===== src/verilog/hbdi_consts.vh =====
// Notes on behaviour
// - Acknowledge a register write only after select and write strobe low, synchronised.
// - Hold that acknowledge off until any running local or remote transfer ends.
// - Select may come before or after the strobe; delay counts from the later.
// - Grant must be present at T1 after request; otherwise start slips four clocks.
// - One bus transfer per grant for remote work, bursts for local work.
// - In 32-bit mode the primed address states precede only a burst's first transfer.
// - Byte bursts keep upper address lines driven; release after the last transfer.
// - Wait input sampled in T3; wait states inserted while it stays asserted.
// - Remote read: port request rises after port write strobe, drops after acknowledge high.
// - Next remote port transfer timed from acknowledge, after any pending local work.
`ifndef HBDI_CONSTS_VH
`define HBDI_CONSTS_VH
`define HBDI_SLIP_CLKS   3'h4
`define HBDI_PRIME_CLKS  3'h4
`define HBDI_ACK_SYNC    2'h2
`define HBDI_ADDR_RST    16'h0000
`define HBDI_DATA_RST    32'h00000000
`define HBDI_STEP_BYTE   16'h0001
`define HBDI_STEP_WORD   16'h0002
`define HBDI_STEP_DWORD  16'h0004
`endif


===== src/verilog/hbdi_fifo.v =====
module hbdi_fifo #(
  parameter W  = 32,
  parameter D  = 16,
  parameter AW = 4
) (
  input  wire          clk,
  input  wire          rst,
  input  wire [W-1:0]  in_data,
  input  wire          in_valid,
  output wire          in_ready,
  output reg  [W-1:0]  out_data,
  output wire          out_valid,
  input  wire          out_ready
);
  reg  [W-1:0] mem_r [0:D-1];
  reg  [AW-1:0] wp_r;
  reg  [AW-1:0] rp_r;
  reg  [AW:0]   cnt_r;
  wire          push;
  wire          pop;

  // Honest full and empty flags
  assign in_ready  = (cnt_r != D[AW:0]);
  assign out_valid = (cnt_r != {(AW+1){1'b0}});
  assign push      = in_valid & in_ready;
  assign pop       = out_valid & out_ready;

  // Pointers and fill count
  always @(posedge clk or posedge rst) begin
    if (rst) begin
      wp_r  <= {AW{1'b0}};
      rp_r  <= {AW{1'b0}};
      cnt_r <= {(AW+1){1'b0}};
    end else begin
      if (push)
        wp_r <= (wp_r == D[AW-1:0] - 1'b1) ? {AW{1'b0}} : wp_r + 1'b1;
      if (pop)
        rp_r <= (rp_r == D[AW-1:0] - 1'b1) ? {AW{1'b0}} : rp_r + 1'b1;
      if (push & ~pop)
        cnt_r <= cnt_r + 1'b1;
      else if (pop & ~push)
        cnt_r <= cnt_r - 1'b1;
    end
  end

  // Storage, no reset needed
  always @(posedge clk) begin
    if (push)
      mem_r[wp_r] <= in_data;
  end

  // Head word read straight from storage
  always @* begin
    out_data = mem_r[rp_r];
  end
endmodule // hbdi_fifo


===== src/verilog/hbdi_slave_ack.v =====
`include "hbdi_consts.vh"
module hbdi_slave_ack (
  input  wire       clk,
  input  wire       rst,
  input  wire       cs_n,
  input  wire       swr_n,
  input  wire       ras,
  input  wire [3:0] rsel,
  input  wire [7:0] wdata,
  input  wire       dma_busy,
  output reg        ack_n,
  output reg        wr_pulse,
  output reg  [3:0] wr_addr,
  output reg  [7:0] wr_data
);
  reg  [3:0] sel_lat_r;
  reg  [1:0] sync_r;
  wire       acc;
  wire [3:0] sel_now;

  assign acc = ~cs_n & ~swr_n;
  // Latch closes when strobe low; flows through while high
  assign sel_now = ras ? rsel : sel_lat_r;

  always @(posedge clk or posedge rst) begin
    if (rst)
      sel_lat_r <= 4'h0;
    else if (ras)
      sel_lat_r <= rsel;
  end

  // Access sync, then ack once no transfer runs
  always @(posedge clk or posedge rst) begin
    if (rst) begin
      sync_r   <= 2'h0;
      ack_n    <= 1'b1;
      wr_pulse <= 1'b0;
      wr_addr  <= 4'h0;
      wr_data  <= 8'h00;
    end else begin
      wr_pulse <= 1'b0;
      if (!acc) begin
        sync_r <= 2'h0;
        ack_n  <= 1'b1;
      end else if (sync_r != `HBDI_ACK_SYNC) begin
        sync_r <= sync_r + 2'h1;
      end else if (ack_n && !dma_busy) begin
        ack_n    <= 1'b0;
        wr_pulse <= 1'b1;
        wr_addr  <= sel_now;
        wr_data  <= wdata;
      end
    end
  end
endmodule // hbdi_slave_ack


===== src/verilog/hbdi_top.v =====
`include "hbdi_consts.vh"
module hbdi_top #(
  parameter DW = 32
) (
  input  wire          CLK,
  input  wire          RST,
  input  wire          CS_N,
  input  wire          SLAVE_WRITE_STROBE_N,
  input  wire [3:0]    REGISTER_SELECT_LINES,
  input  wire          ADDRESS_LATCH_STROBE_IN,
  input  wire [7:0]    REG_DATA_IN,
  output wire          ACK_N,
  output wire          REG_WR_PULSE,
  output wire [3:0]    REG_WR_ADDR,
  output wire [7:0]    REG_WR_DATA,
  input  wire          BYTE_MODE,
  input  wire          WORD32_MODE,
  input  wire          LOCAL_START,
  input  wire          LOCAL_TO_MEM,
  input  wire [15:0]   LOCAL_ADDR,
  input  wire [7:0]    LOCAL_COUNT,
  input  wire          REMOTE_START,
  input  wire [15:0]   REMOTE_ADDR,
  input  wire [7:0]    REMOTE_COUNT,
  output wire          LOCAL_BUSY,
  output wire          REMOTE_BUSY,
  input  wire [DW-1:0] NET_DATA,
  input  wire          NET_VALID,
  output wire          NET_READY,
  output reg  [DW-1:0] NET_RD_DATA,
  output reg           NET_RD_VALID,
  output reg           BUS_REQUEST_OUT,
  input  wire          BUS_GRANT,
  output reg           ADDRESS_STROBE_OUT,
  output reg  [15:0]   ADDR_OUT,
  output reg           LOWER_ADDR_OE,
  output reg           UPPER_ADDRESS_LINES_OE,
  output reg  [DW-1:0] DATA_OUT,
  output reg           DATA_OE,
  input  wire [DW-1:0] DATA_IN,
  output reg           READ_STROBE_N,
  output reg           WRITE_STROBE_N,
  input  wire          EXT_WAIT,
  output reg  [DW-1:0] PORT_DATA,
  output reg           PORT_WRITE_STROBE_N,
  output reg           PORT_TRANSFER_REQUEST,
  input  wire          READ_ACK_N
);
  localparam S_IDLE  = 11'h001;
  localparam S_REQ   = 11'h002;
  localparam S_SLIP  = 11'h004;
  localparam S_PRIME = 11'h008;
  localparam S_T1    = 11'h010;
  localparam S_T2    = 11'h020;
  localparam S_T3    = 11'h040;
  localparam S_TW    = 11'h080;
  localparam S_T4    = 11'h100;
  localparam S_PWR   = 11'h200;
  localparam S_PACK  = 11'h400;

  reg  [10:0]   st_r;
  reg  [10:0]   st_nxt;
  reg  [2:0]    cnt_r;
  reg           loc_act_r;
  reg           rem_act_r;
  reg           is_loc_r;
  reg           first_r;
  reg           rack_low_r;
  reg  [15:0]   loc_addr_r;
  reg  [15:0]   rem_addr_r;
  reg  [7:0]    loc_cnt_r;
  reg  [7:0]    rem_cnt_r;
  reg  [DW-1:0] rd_data_r;
  wire [DW-1:0] fifo_data;
  wire          fifo_valid;
  wire          fifo_pop;
  wire          mem_write;
  wire          more;
  wire [15:0]   step;
  wire          dma_busy;

  // Address step per transfer width
  function [15:0] step_of;
    input byte_m;
    input w32_m;
    begin
      if (byte_m)
        step_of = `HBDI_STEP_BYTE;
      else if (w32_m)
        step_of = `HBDI_STEP_DWORD;
      else
        step_of = `HBDI_STEP_WORD;
    end
  endfunction

  assign step      = step_of(BYTE_MODE, WORD32_MODE);
  assign mem_write = is_loc_r & LOCAL_TO_MEM;
  assign more      = (loc_cnt_r != 8'h01) & (~mem_write | fifo_valid);
  assign fifo_pop  = (st_r == S_T4) & mem_write;
  assign dma_busy  = (st_r != S_IDLE);
  assign LOCAL_BUSY  = loc_act_r;
  assign REMOTE_BUSY = rem_act_r;

  // Receive data waits here for the bus
  hbdi_fifo #(
    .W  (DW),
    .D  (16),
    .AW (4)
  ) u_fifo (
    .clk       (CLK),
    .rst       (RST),
    .in_data   (NET_DATA),
    .in_valid  (NET_VALID),
    .in_ready  (NET_READY),
    .out_data  (fifo_data),
    .out_valid (fifo_valid),
    .out_ready (fifo_pop)
  );

  // Register write acknowledge
  hbdi_slave_ack u_slave (
    .clk      (CLK),
    .rst      (RST),
    .cs_n     (CS_N),
    .swr_n    (SLAVE_WRITE_STROBE_N),
    .ras      (ADDRESS_LATCH_STROBE_IN),
    .rsel     (REGISTER_SELECT_LINES),
    .wdata    (REG_DATA_IN),
    .dma_busy (dma_busy),
    .ack_n    (ACK_N),
    .wr_pulse (REG_WR_PULSE),
    .wr_addr  (REG_WR_ADDR),
    .wr_data  (REG_WR_DATA)
  );

  // Next state of the bus cycle
  always @* begin
    st_nxt = st_r;
    case (st_r)
      S_IDLE: begin
        // local work goes ahead of remote
        if ((loc_act_r & (~LOCAL_TO_MEM | fifo_valid)) | rem_act_r)
          st_nxt = S_REQ;
      end
      S_REQ: begin
        if (!BUS_GRANT)
          st_nxt = S_SLIP;
        else if (WORD32_MODE && first_r)
          st_nxt = S_PRIME;
        else
          st_nxt = S_T1;
      end
      S_SLIP: begin
        if (cnt_r == `HBDI_SLIP_CLKS - 3'h1)
          st_nxt = S_REQ;
      end
      S_PRIME: begin
        if (cnt_r == `HBDI_PRIME_CLKS - 3'h1)
          st_nxt = S_T1;
      end
      S_T1: st_nxt = S_T2;
      S_T2: st_nxt = S_T3;
      S_T3: begin
        st_nxt = EXT_WAIT ? S_TW : S_T4;
      end
      S_TW: st_nxt = EXT_WAIT ? S_TW : S_T4;
      S_T4: begin
        // burst for local, single for remote
        if (is_loc_r && more)
          st_nxt = S_T1;
        else if (is_loc_r)
          st_nxt = S_IDLE;
        else
          st_nxt = S_PWR;
      end
      S_PWR: st_nxt = S_PACK;
      S_PACK: begin
        // drop request after ack high again
        if (rack_low_r && READ_ACK_N)
          st_nxt = S_IDLE;
      end
      default: st_nxt = S_IDLE;
    endcase
  end

  // State, counters and channel bookkeeping
  always @(posedge CLK or posedge RST) begin
    if (RST) begin
      st_r       <= S_IDLE;
      cnt_r      <= 3'h0;
      loc_act_r  <= 1'b0;
      rem_act_r  <= 1'b0;
      is_loc_r   <= 1'b0;
      first_r    <= 1'b1;
      rack_low_r <= 1'b0;
      loc_addr_r <= `HBDI_ADDR_RST;
      rem_addr_r <= `HBDI_ADDR_RST;
      loc_cnt_r  <= 8'h00;
      rem_cnt_r  <= 8'h00;
      rd_data_r  <= `HBDI_DATA_RST;
    end else begin
      st_r  <= st_nxt;
      cnt_r <= (st_nxt == st_r && (st_r == S_SLIP || st_r == S_PRIME)) ?
               cnt_r + 3'h1 : 3'h0;
      if (LOCAL_START && !loc_act_r && LOCAL_COUNT != 8'h00) begin
        loc_act_r  <= 1'b1;
        loc_addr_r <= LOCAL_ADDR;
        loc_cnt_r  <= LOCAL_COUNT;
      end
      if (REMOTE_START && !rem_act_r && REMOTE_COUNT != 8'h00) begin
        rem_act_r  <= 1'b1;
        rem_addr_r <= REMOTE_ADDR;
        rem_cnt_r  <= REMOTE_COUNT;
      end
      if (st_r == S_IDLE && st_nxt == S_REQ) begin
        is_loc_r <= loc_act_r & (~LOCAL_TO_MEM | fifo_valid);
        first_r  <= 1'b1;
      end
      if (st_r == S_T1)
        first_r <= 1'b0;
      if ((st_r == S_T3 || st_r == S_TW) && !EXT_WAIT)
        rd_data_r <= DATA_IN;
      // Step the address once it sits on the bus, so a burst's next T1 sees the new one
      if (st_r == S_T1 && is_loc_r)
        loc_addr_r <= loc_addr_r + step;
      if (st_r == S_T1 && !is_loc_r)
        rem_addr_r <= rem_addr_r + step;
      if (st_r == S_T4 && is_loc_r) begin
        loc_cnt_r  <= loc_cnt_r - 8'h01;
        if (loc_cnt_r == 8'h01)
          loc_act_r <= 1'b0;
      end
      if (st_r == S_PWR)
        rack_low_r <= 1'b0;
      else if (st_r == S_PACK && !READ_ACK_N)
        rack_low_r <= 1'b1;
      if (st_r == S_PACK && st_nxt == S_IDLE) begin
        rem_cnt_r <= rem_cnt_r - 8'h01;
        if (rem_cnt_r == 8'h01)
          rem_act_r <= 1'b0;
      end
    end
  end

  // Bus pins, all from flip-flops
  always @(posedge CLK or posedge RST) begin
    if (RST) begin
      BUS_REQUEST_OUT        <= 1'b0;
      ADDRESS_STROBE_OUT     <= 1'b0;
      ADDR_OUT               <= `HBDI_ADDR_RST;
      LOWER_ADDR_OE          <= 1'b0;
      UPPER_ADDRESS_LINES_OE <= 1'b0;
      DATA_OUT               <= `HBDI_DATA_RST;
      DATA_OE                <= 1'b0;
      READ_STROBE_N          <= 1'b1;
      WRITE_STROBE_N         <= 1'b1;
      NET_RD_DATA            <= `HBDI_DATA_RST;
      NET_RD_VALID           <= 1'b0;
      PORT_DATA              <= `HBDI_DATA_RST;
      PORT_WRITE_STROBE_N    <= 1'b1;
      PORT_TRANSFER_REQUEST  <= 1'b0;
    end else begin
      NET_RD_VALID <= 1'b0;
      // Request held from arbitration to end of cycle
      BUS_REQUEST_OUT <= (st_nxt != S_IDLE) && (st_nxt != S_PWR) && (st_nxt != S_PACK);
      // address strobe only in T1 and first primed clock
      ADDRESS_STROBE_OUT <= (st_nxt == S_T1) ||
                            (st_nxt == S_PRIME && st_r != S_PRIME);
      if (st_nxt == S_T1 || st_nxt == S_PRIME)
        ADDR_OUT <= is_loc_r ? loc_addr_r : rem_addr_r;
      LOWER_ADDR_OE <= (st_nxt == S_PRIME) || (st_nxt == S_T1) ||
                       (st_nxt == S_T2) || (st_nxt == S_T3) ||
                       (st_nxt == S_TW) || (st_nxt == S_T4);
      // byte bursts keep upper lines until last
      if (st_nxt == S_T1 || st_nxt == S_PRIME)
        UPPER_ADDRESS_LINES_OE <= 1'b1;
      else if (st_r == S_T4 && !(BYTE_MODE && st_nxt == S_T1))
        UPPER_ADDRESS_LINES_OE <= 1'b0;
      // data strobes after T1, through waits
      READ_STROBE_N  <= ~(~mem_write && (st_nxt == S_T2 || st_nxt == S_T3 ||
                                         st_nxt == S_TW));
      WRITE_STROBE_N <= ~(mem_write && (st_nxt == S_T2 || st_nxt == S_T3 ||
                                        st_nxt == S_TW));
      DATA_OE <= mem_write && (st_nxt == S_T2 || st_nxt == S_T3 ||
                               st_nxt == S_TW || st_nxt == S_T4);
      if (st_nxt == S_T2 && mem_write)
        DATA_OUT <= fifo_data;
      if (st_r == S_T4 && is_loc_r && !LOCAL_TO_MEM) begin
        NET_RD_DATA  <= rd_data_r;
        NET_RD_VALID <= 1'b1;
      end
      if (st_nxt == S_PWR)
        PORT_DATA <= rd_data_r;
      PORT_WRITE_STROBE_N <= ~(st_nxt == S_PWR);
      // request rises after port write strobe
      if (st_r == S_PWR)
        PORT_TRANSFER_REQUEST <= 1'b1;
      else if (st_r == S_PACK && st_nxt == S_IDLE)
        PORT_TRANSFER_REQUEST <= 1'b0;
    end
  end
endmodule // hbdi_top


===== config.mk =====
export PLATFORM = sky130hd
export DESIGN_NAME = hbdi_top
export DESIGN_NICKNAME = d
export VERILOG_FILES = /design/src/verilog/hbdi_fifo.v /design/src/verilog/hbdi_slave_ack.v /design/src/verilog/hbdi_top.v
export VERILOG_INCLUDE_DIRS = /design/src /design/src/verilog
export SDC_FILE = /design/constraint.sdc
export NUM_CORES = 1
export LEC_CHECK = 0
export BUFFER_PORTS_ARGS = -buffer_cell sky130_fd_sc_hd__buf_4
export CAP_MARGIN = 0
export CORE_ASPECT_RATIO = 0.6
export CORE_MARGIN = 8
export CORE_UTILIZATION = 59
export DETAILED_ROUTE_END_ITERATION = 8
export GPL_TIMING_DRIVEN = 0
export PLACE_DENSITY = 0.79
export SYNTH_ARGS = -nofsm -noshare
export SYNTH_HDL_FRONTEND = slang
export SYNTH_SLANG_ARGS = --single-unit

===== constraint.sdc =====
create_clock -name CLK -period 8.45 [get_ports CLK]
set_clock_uncertainty 0.2 [all_clocks]
set_input_delay 0.4225 -clock CLK [delete_from_list [all_inputs] [get_ports CLK]]
set_output_delay 0.4225 -clock CLK [all_outputs]
set_load 0.05 [all_outputs]

==> metrics.log <==
INFO  metric timing.final.crit_period = 4214 ps
INFO  metric cts-root-to-sink-buffers = 3
INFO  metric route.detailed.drc = 0
INFO  metric pwr_density_cell = 271.9 nW/µm²
INFO  metric maxCapViolCount = 0
INFO  metric worstHoldPathType = in -> reg
INFO  metric synth-seq-area-share = 0.7066
INFO  metric synth_async_sr_flop_share = 0.3316
INFO  metric start_util = 0.6003
INFO  metric route.final.wire_length = about 83 mm
INFO  metric worstPathCellList = clkbuf_1 > nor3b_1 > nand3_1 > nor3_1 > inv_1 > ha_1 > inv_1 > ha_1 > a21o_1 > a21oi_1 > xnor2_1 > nor2_1 > xor2_1
INFO  metric route.antenna.remaining_nets = 0
INFO  metric timing.hold.worst_path_depth = 3
INFO  metric cts-root-buf = clkbuf_16
INFO  metric seq_area = between 20000 and 25000 µm²
INFO  metric post_synth_inst_count = 1795
INFO  metric final_net_count = between 2000 and 2500
INFO  metric yosys.cell_types.count = around 70
INFO  metric fillers = 2934
INFO  metric grt_antenna_before_repair = 4
INFO  metric clock-sinks = 766
INFO  metric tritoncts = built
INFO  metric synth-edff-count = around 510
INFO  metric ir_drop = 184.1 µV
INFO  metric final_report_setup_violation_count = 0
INFO  metric clock_insertion_delay_worst_skew = 590 ps
INFO  metric fmaxAchievable = 237.3 MHz
INFO  metric grt_max_degree = just under 100
INFO  metric worstSetupStartpointType = flop
INFO  metric critPathCaptureType = flop
INFO  metric grt_use_total = 0.2732
INFO  metric mappedNetlistNets = 1958
INFO  metric dp_hpwl = 53.46 mm
INFO  metric worstPathArrival = 4470 ps
INFO  metric slowest_stage = nor3b_1
INFO  metric place_congestion = between 0.8 and 0.9
INFO  metric rsz_0062_raised_after_global_routing = no
INFO  metric area_overhead_vs_synth = 23.93%
INFO  metric ctsHtreeMaxLevel = 3
INFO  metric drtPass1Iterations = 5
INFO  metric critical_path.max_fanout = 10
INFO  metric postSynthRegisterBits = 766
INFO  metric chipHeight = 192.9 µm
INFO  metric setup.worst_path.class = reg -> reg
INFO  metric num_io_pins = 277
INFO  metric vias_in_the_first_global_route = 20070
INFO  metric final_period_utilization = 0.4987
INFO  metric report.final.hold_viol_count = 0
INFO  metric cellLeakagePower = 14.33 nW
INFO  metric clock_transition_at_path_regs = 60 ps
INFO  metric die_area = 59950 µm²
INFO  metric max-slew-margin-rel = 0.1405
INFO  metric critPathRequiredTime = approximately 8700 ps
INFO  metric initialDrtViolationCount = 2192
INFO  metric yosysWarnings = 0
INFO  metric die-width = 310.8 µm
INFO  metric synthesis.area_per_instance = about 17 µm²
INFO  metric grt_overflow_total = 0
INFO  metric final_cell_count_no_fill = 3060
INFO  metric placeableCoreArea = just over 50000 µm²
INFO  metric placement.io_buffers = 275
INFO  metric report.final.slew_viol_count = 0
INFO  metric rr_worst_depth = 13
INFO  metric cts-resized-gates = 0
INFO  metric crit_path_max_incr_delay = ~600 ps
INFO  metric dp_worst_setup_slack = 4421 ps
INFO  metric post_drt_wl_per_cell = 27.08 µm
INFO  metric netlist_area_pre_place = 30770 µm²
INFO  metric row_count = 64
INFO  metric number_of_buffers_created_by_cts = 69
INFO  metric vias = 19120
INFO  metric tightest_pin_transition = between 1000 and 1500 ps
INFO  metric layout-drive-gt1-share = 0.3003
INFO  metric hold_slack = 56.96 ps
INFO  metric place_inst = around 2800
INFO  metric drt-vias-per-instance = 6.249
INFO  metric run_status = finished, final reports clean
INFO  metric worst_slack = 4236 ps
INFO  metric synthFlopType = edfxtp_1
INFO  metric multi_input_comb_area = about 8600 µm²
INFO  metric wire_length_of_the_first_global_routing_pass = ~120 mm
cell usage after synthesis, drive strengths merged (20+ instances only):
master,count,area [µm²]
nor3,35,191.4
nand2,88,330.3
inv,33,123.9
mux4,128,2883
a21oi,50,250.2
o221ai,32,280.3
nor2,103,389.1
a211oi,20,150.1
edfxtp,512,15370
mux2,114,1284
dfrtp,248,6206
mux2i,86,860.8
ha,22,275.3
o21ai,33,165.2
clkbuf,65,244.0
buf,30,148.9
layout by cell type, fill, tap and decap left out, types with 8 or more instances in the layout:
| master | n |
|---|---|
| buf_2 | 8 |
| edfxtp_1 | 512 |
| xnor2_1 | 8 |
| nor2b_1 | 8 |
| and3_1 | 11 |
| a21oi_1 | 50 |
| clkbuf_16 | 71 |
| nand2b_1 | 9 |
| buf_12 | 9 |
| dlygate4sd3_1 | 138 |
| nor4_1 | 14 |
| a211oi_1 | 20 |
| o21ai_0 | 32 |
| inv_1 | 32 |
| ha_1 | 22 |
| buf_6 | 18 |
| nor2_4 | 12 |
| clkbuf_1 | 77 |
| nor2_1 | 90 |
| mux4_2 | 128 |
| or4_1 | 8 |
| clkinv_2 | 11 |
| mux2i_1 | 86 |
| buf_4 | 278 |
| mux2_2 | 114 |
| nor3_1 | 29 |
| o221ai_1 | 32 |
| dfrtp_1 | 248 |
| a21o_1 | 10 |
| nand2_1 | 88 |
| nand4_1 | 9 |
| bufinv_16 | 12 |
| buf_1 | 17 |
| nand3_1 | 16 |
state kept, by name, summed over array words and instances (netlist names), 2 cells and up:
name / cells
cnt_r: 3
u_fifo.mem_r: 512
NET_RD_DATA: 32
u_slave.wr_data: 8
rem_addr_r: 16
u_fifo.wp_r: 4
rem_cnt_r: 8
rd_data_r: 32
u_slave.sel_lat_r: 4
st_r: 11
u_slave.sync_r: 2
ADDR_OUT: 16
loc_cnt_r: 8
u_fifo.rp_r: 4
u_slave.wr_addr: 4
u_fifo.cnt_r: 5
DATA_OUT: 32
loc_addr_r: 16
PORT_DATA: 32
critical path, delay by kind of cell (launching register included):
family | cells | cell delay, ps
adders and majority gates | 2 | 570
AOI/OAI and AO/OA | 2 | 340
buffers and inverters | 3 | 750
and+or+nand+nor | 4 | 1480
xor gates and xnor gates | 2 | 290
DFF | 1 | 440
cell families (layout without fill, tap and decap cells):
logic type | Yosys count | in the layout | synth area share
flops | 766 | 766 | 0.7066
xor+xnor | 14 | 14 | 0.003986
compound gates | 199 | 199 | 0.04502
fa+ha+maj | 25 | 25 | 0.01090
other cells | 0 | 3 | 0
mux | 328 | 328 | 0.1634
simple gates | 335 | 335 | 0.05332
buf+inv | 128 | 697 | 0.01680
stage by stage:
step	TNS [ps]	total power [W]	instance area, µm²	util
floorplan	0	0.006123	30770	-
global placement	-544850	0.006792	33700	0.6575
detailed placement	0	0.006961	34310	0.6695
CTS	0	0.01036	38110	0.7437
global route	0	0.01070	38130	0.7439
finish	0	0.01037	38130	0.7439
final cells by class:
class | instances | area share
Sequential cell | 766 | 0.5702
Multi-Input combinational cell | 901 | 0.2261
Timing Repair Buffer | 444 | 0.1036
Clock buffer | 91 | 0.05034
Tap cell | 693 | 0.02274
Clock inverter | 34 | 0.01313
Buffer | 95 | 0.01030
Inverter | 33 | 0.003446
Antenna cell | 3 | 0.0001969
metal layers:
layer  share of wire  wire length [µm]  track usage  vias up
met5         0.00014                12            0        -
met4           0.035              2923       0.1030        2
met3           0.099              8165      0.06642      208
met2            0.48             39650       0.4426     1101
met1            0.39             32090       0.3631     9755
li1                -                 -            -     8056
final timing paths:
kind / slack, ps / end / from
worst max register to register: 4240 / u_fifo.cnt_r[4] / st_r[8]
max in group asynchronous: 6880 / rem_addr_r[1] / RST
worst min-delay path: 60 / st_r[2] / BUS_GRANT
worst min register to register: 300 / DATA_OUT[10] / DATA_OUT[10]
min in group asynchronous: 290 / PORT_DATA[26] / RST
worst max-delay path: 4240 / u_fifo.cnt_r[4] / st_r[8]
power by group:
part           switching (W)  internal, W  total (W)
Combinational        0.00139     0.000758    0.00215
Sequential          0.000337      0.00452    0.00486
Clock                0.00138      0.00198    0.00336
Total                0.00310      0.00726     0.0104
repair_timing:
| action | in CTS | in global routing |
|---|---|---|
| hold endpoints to repair | 677 | 0 |
| buffers inserted | 0 | 0 |
| hold buffers | 138 | 0 |
Note: power is estimated with default switching activity, not from simulation.
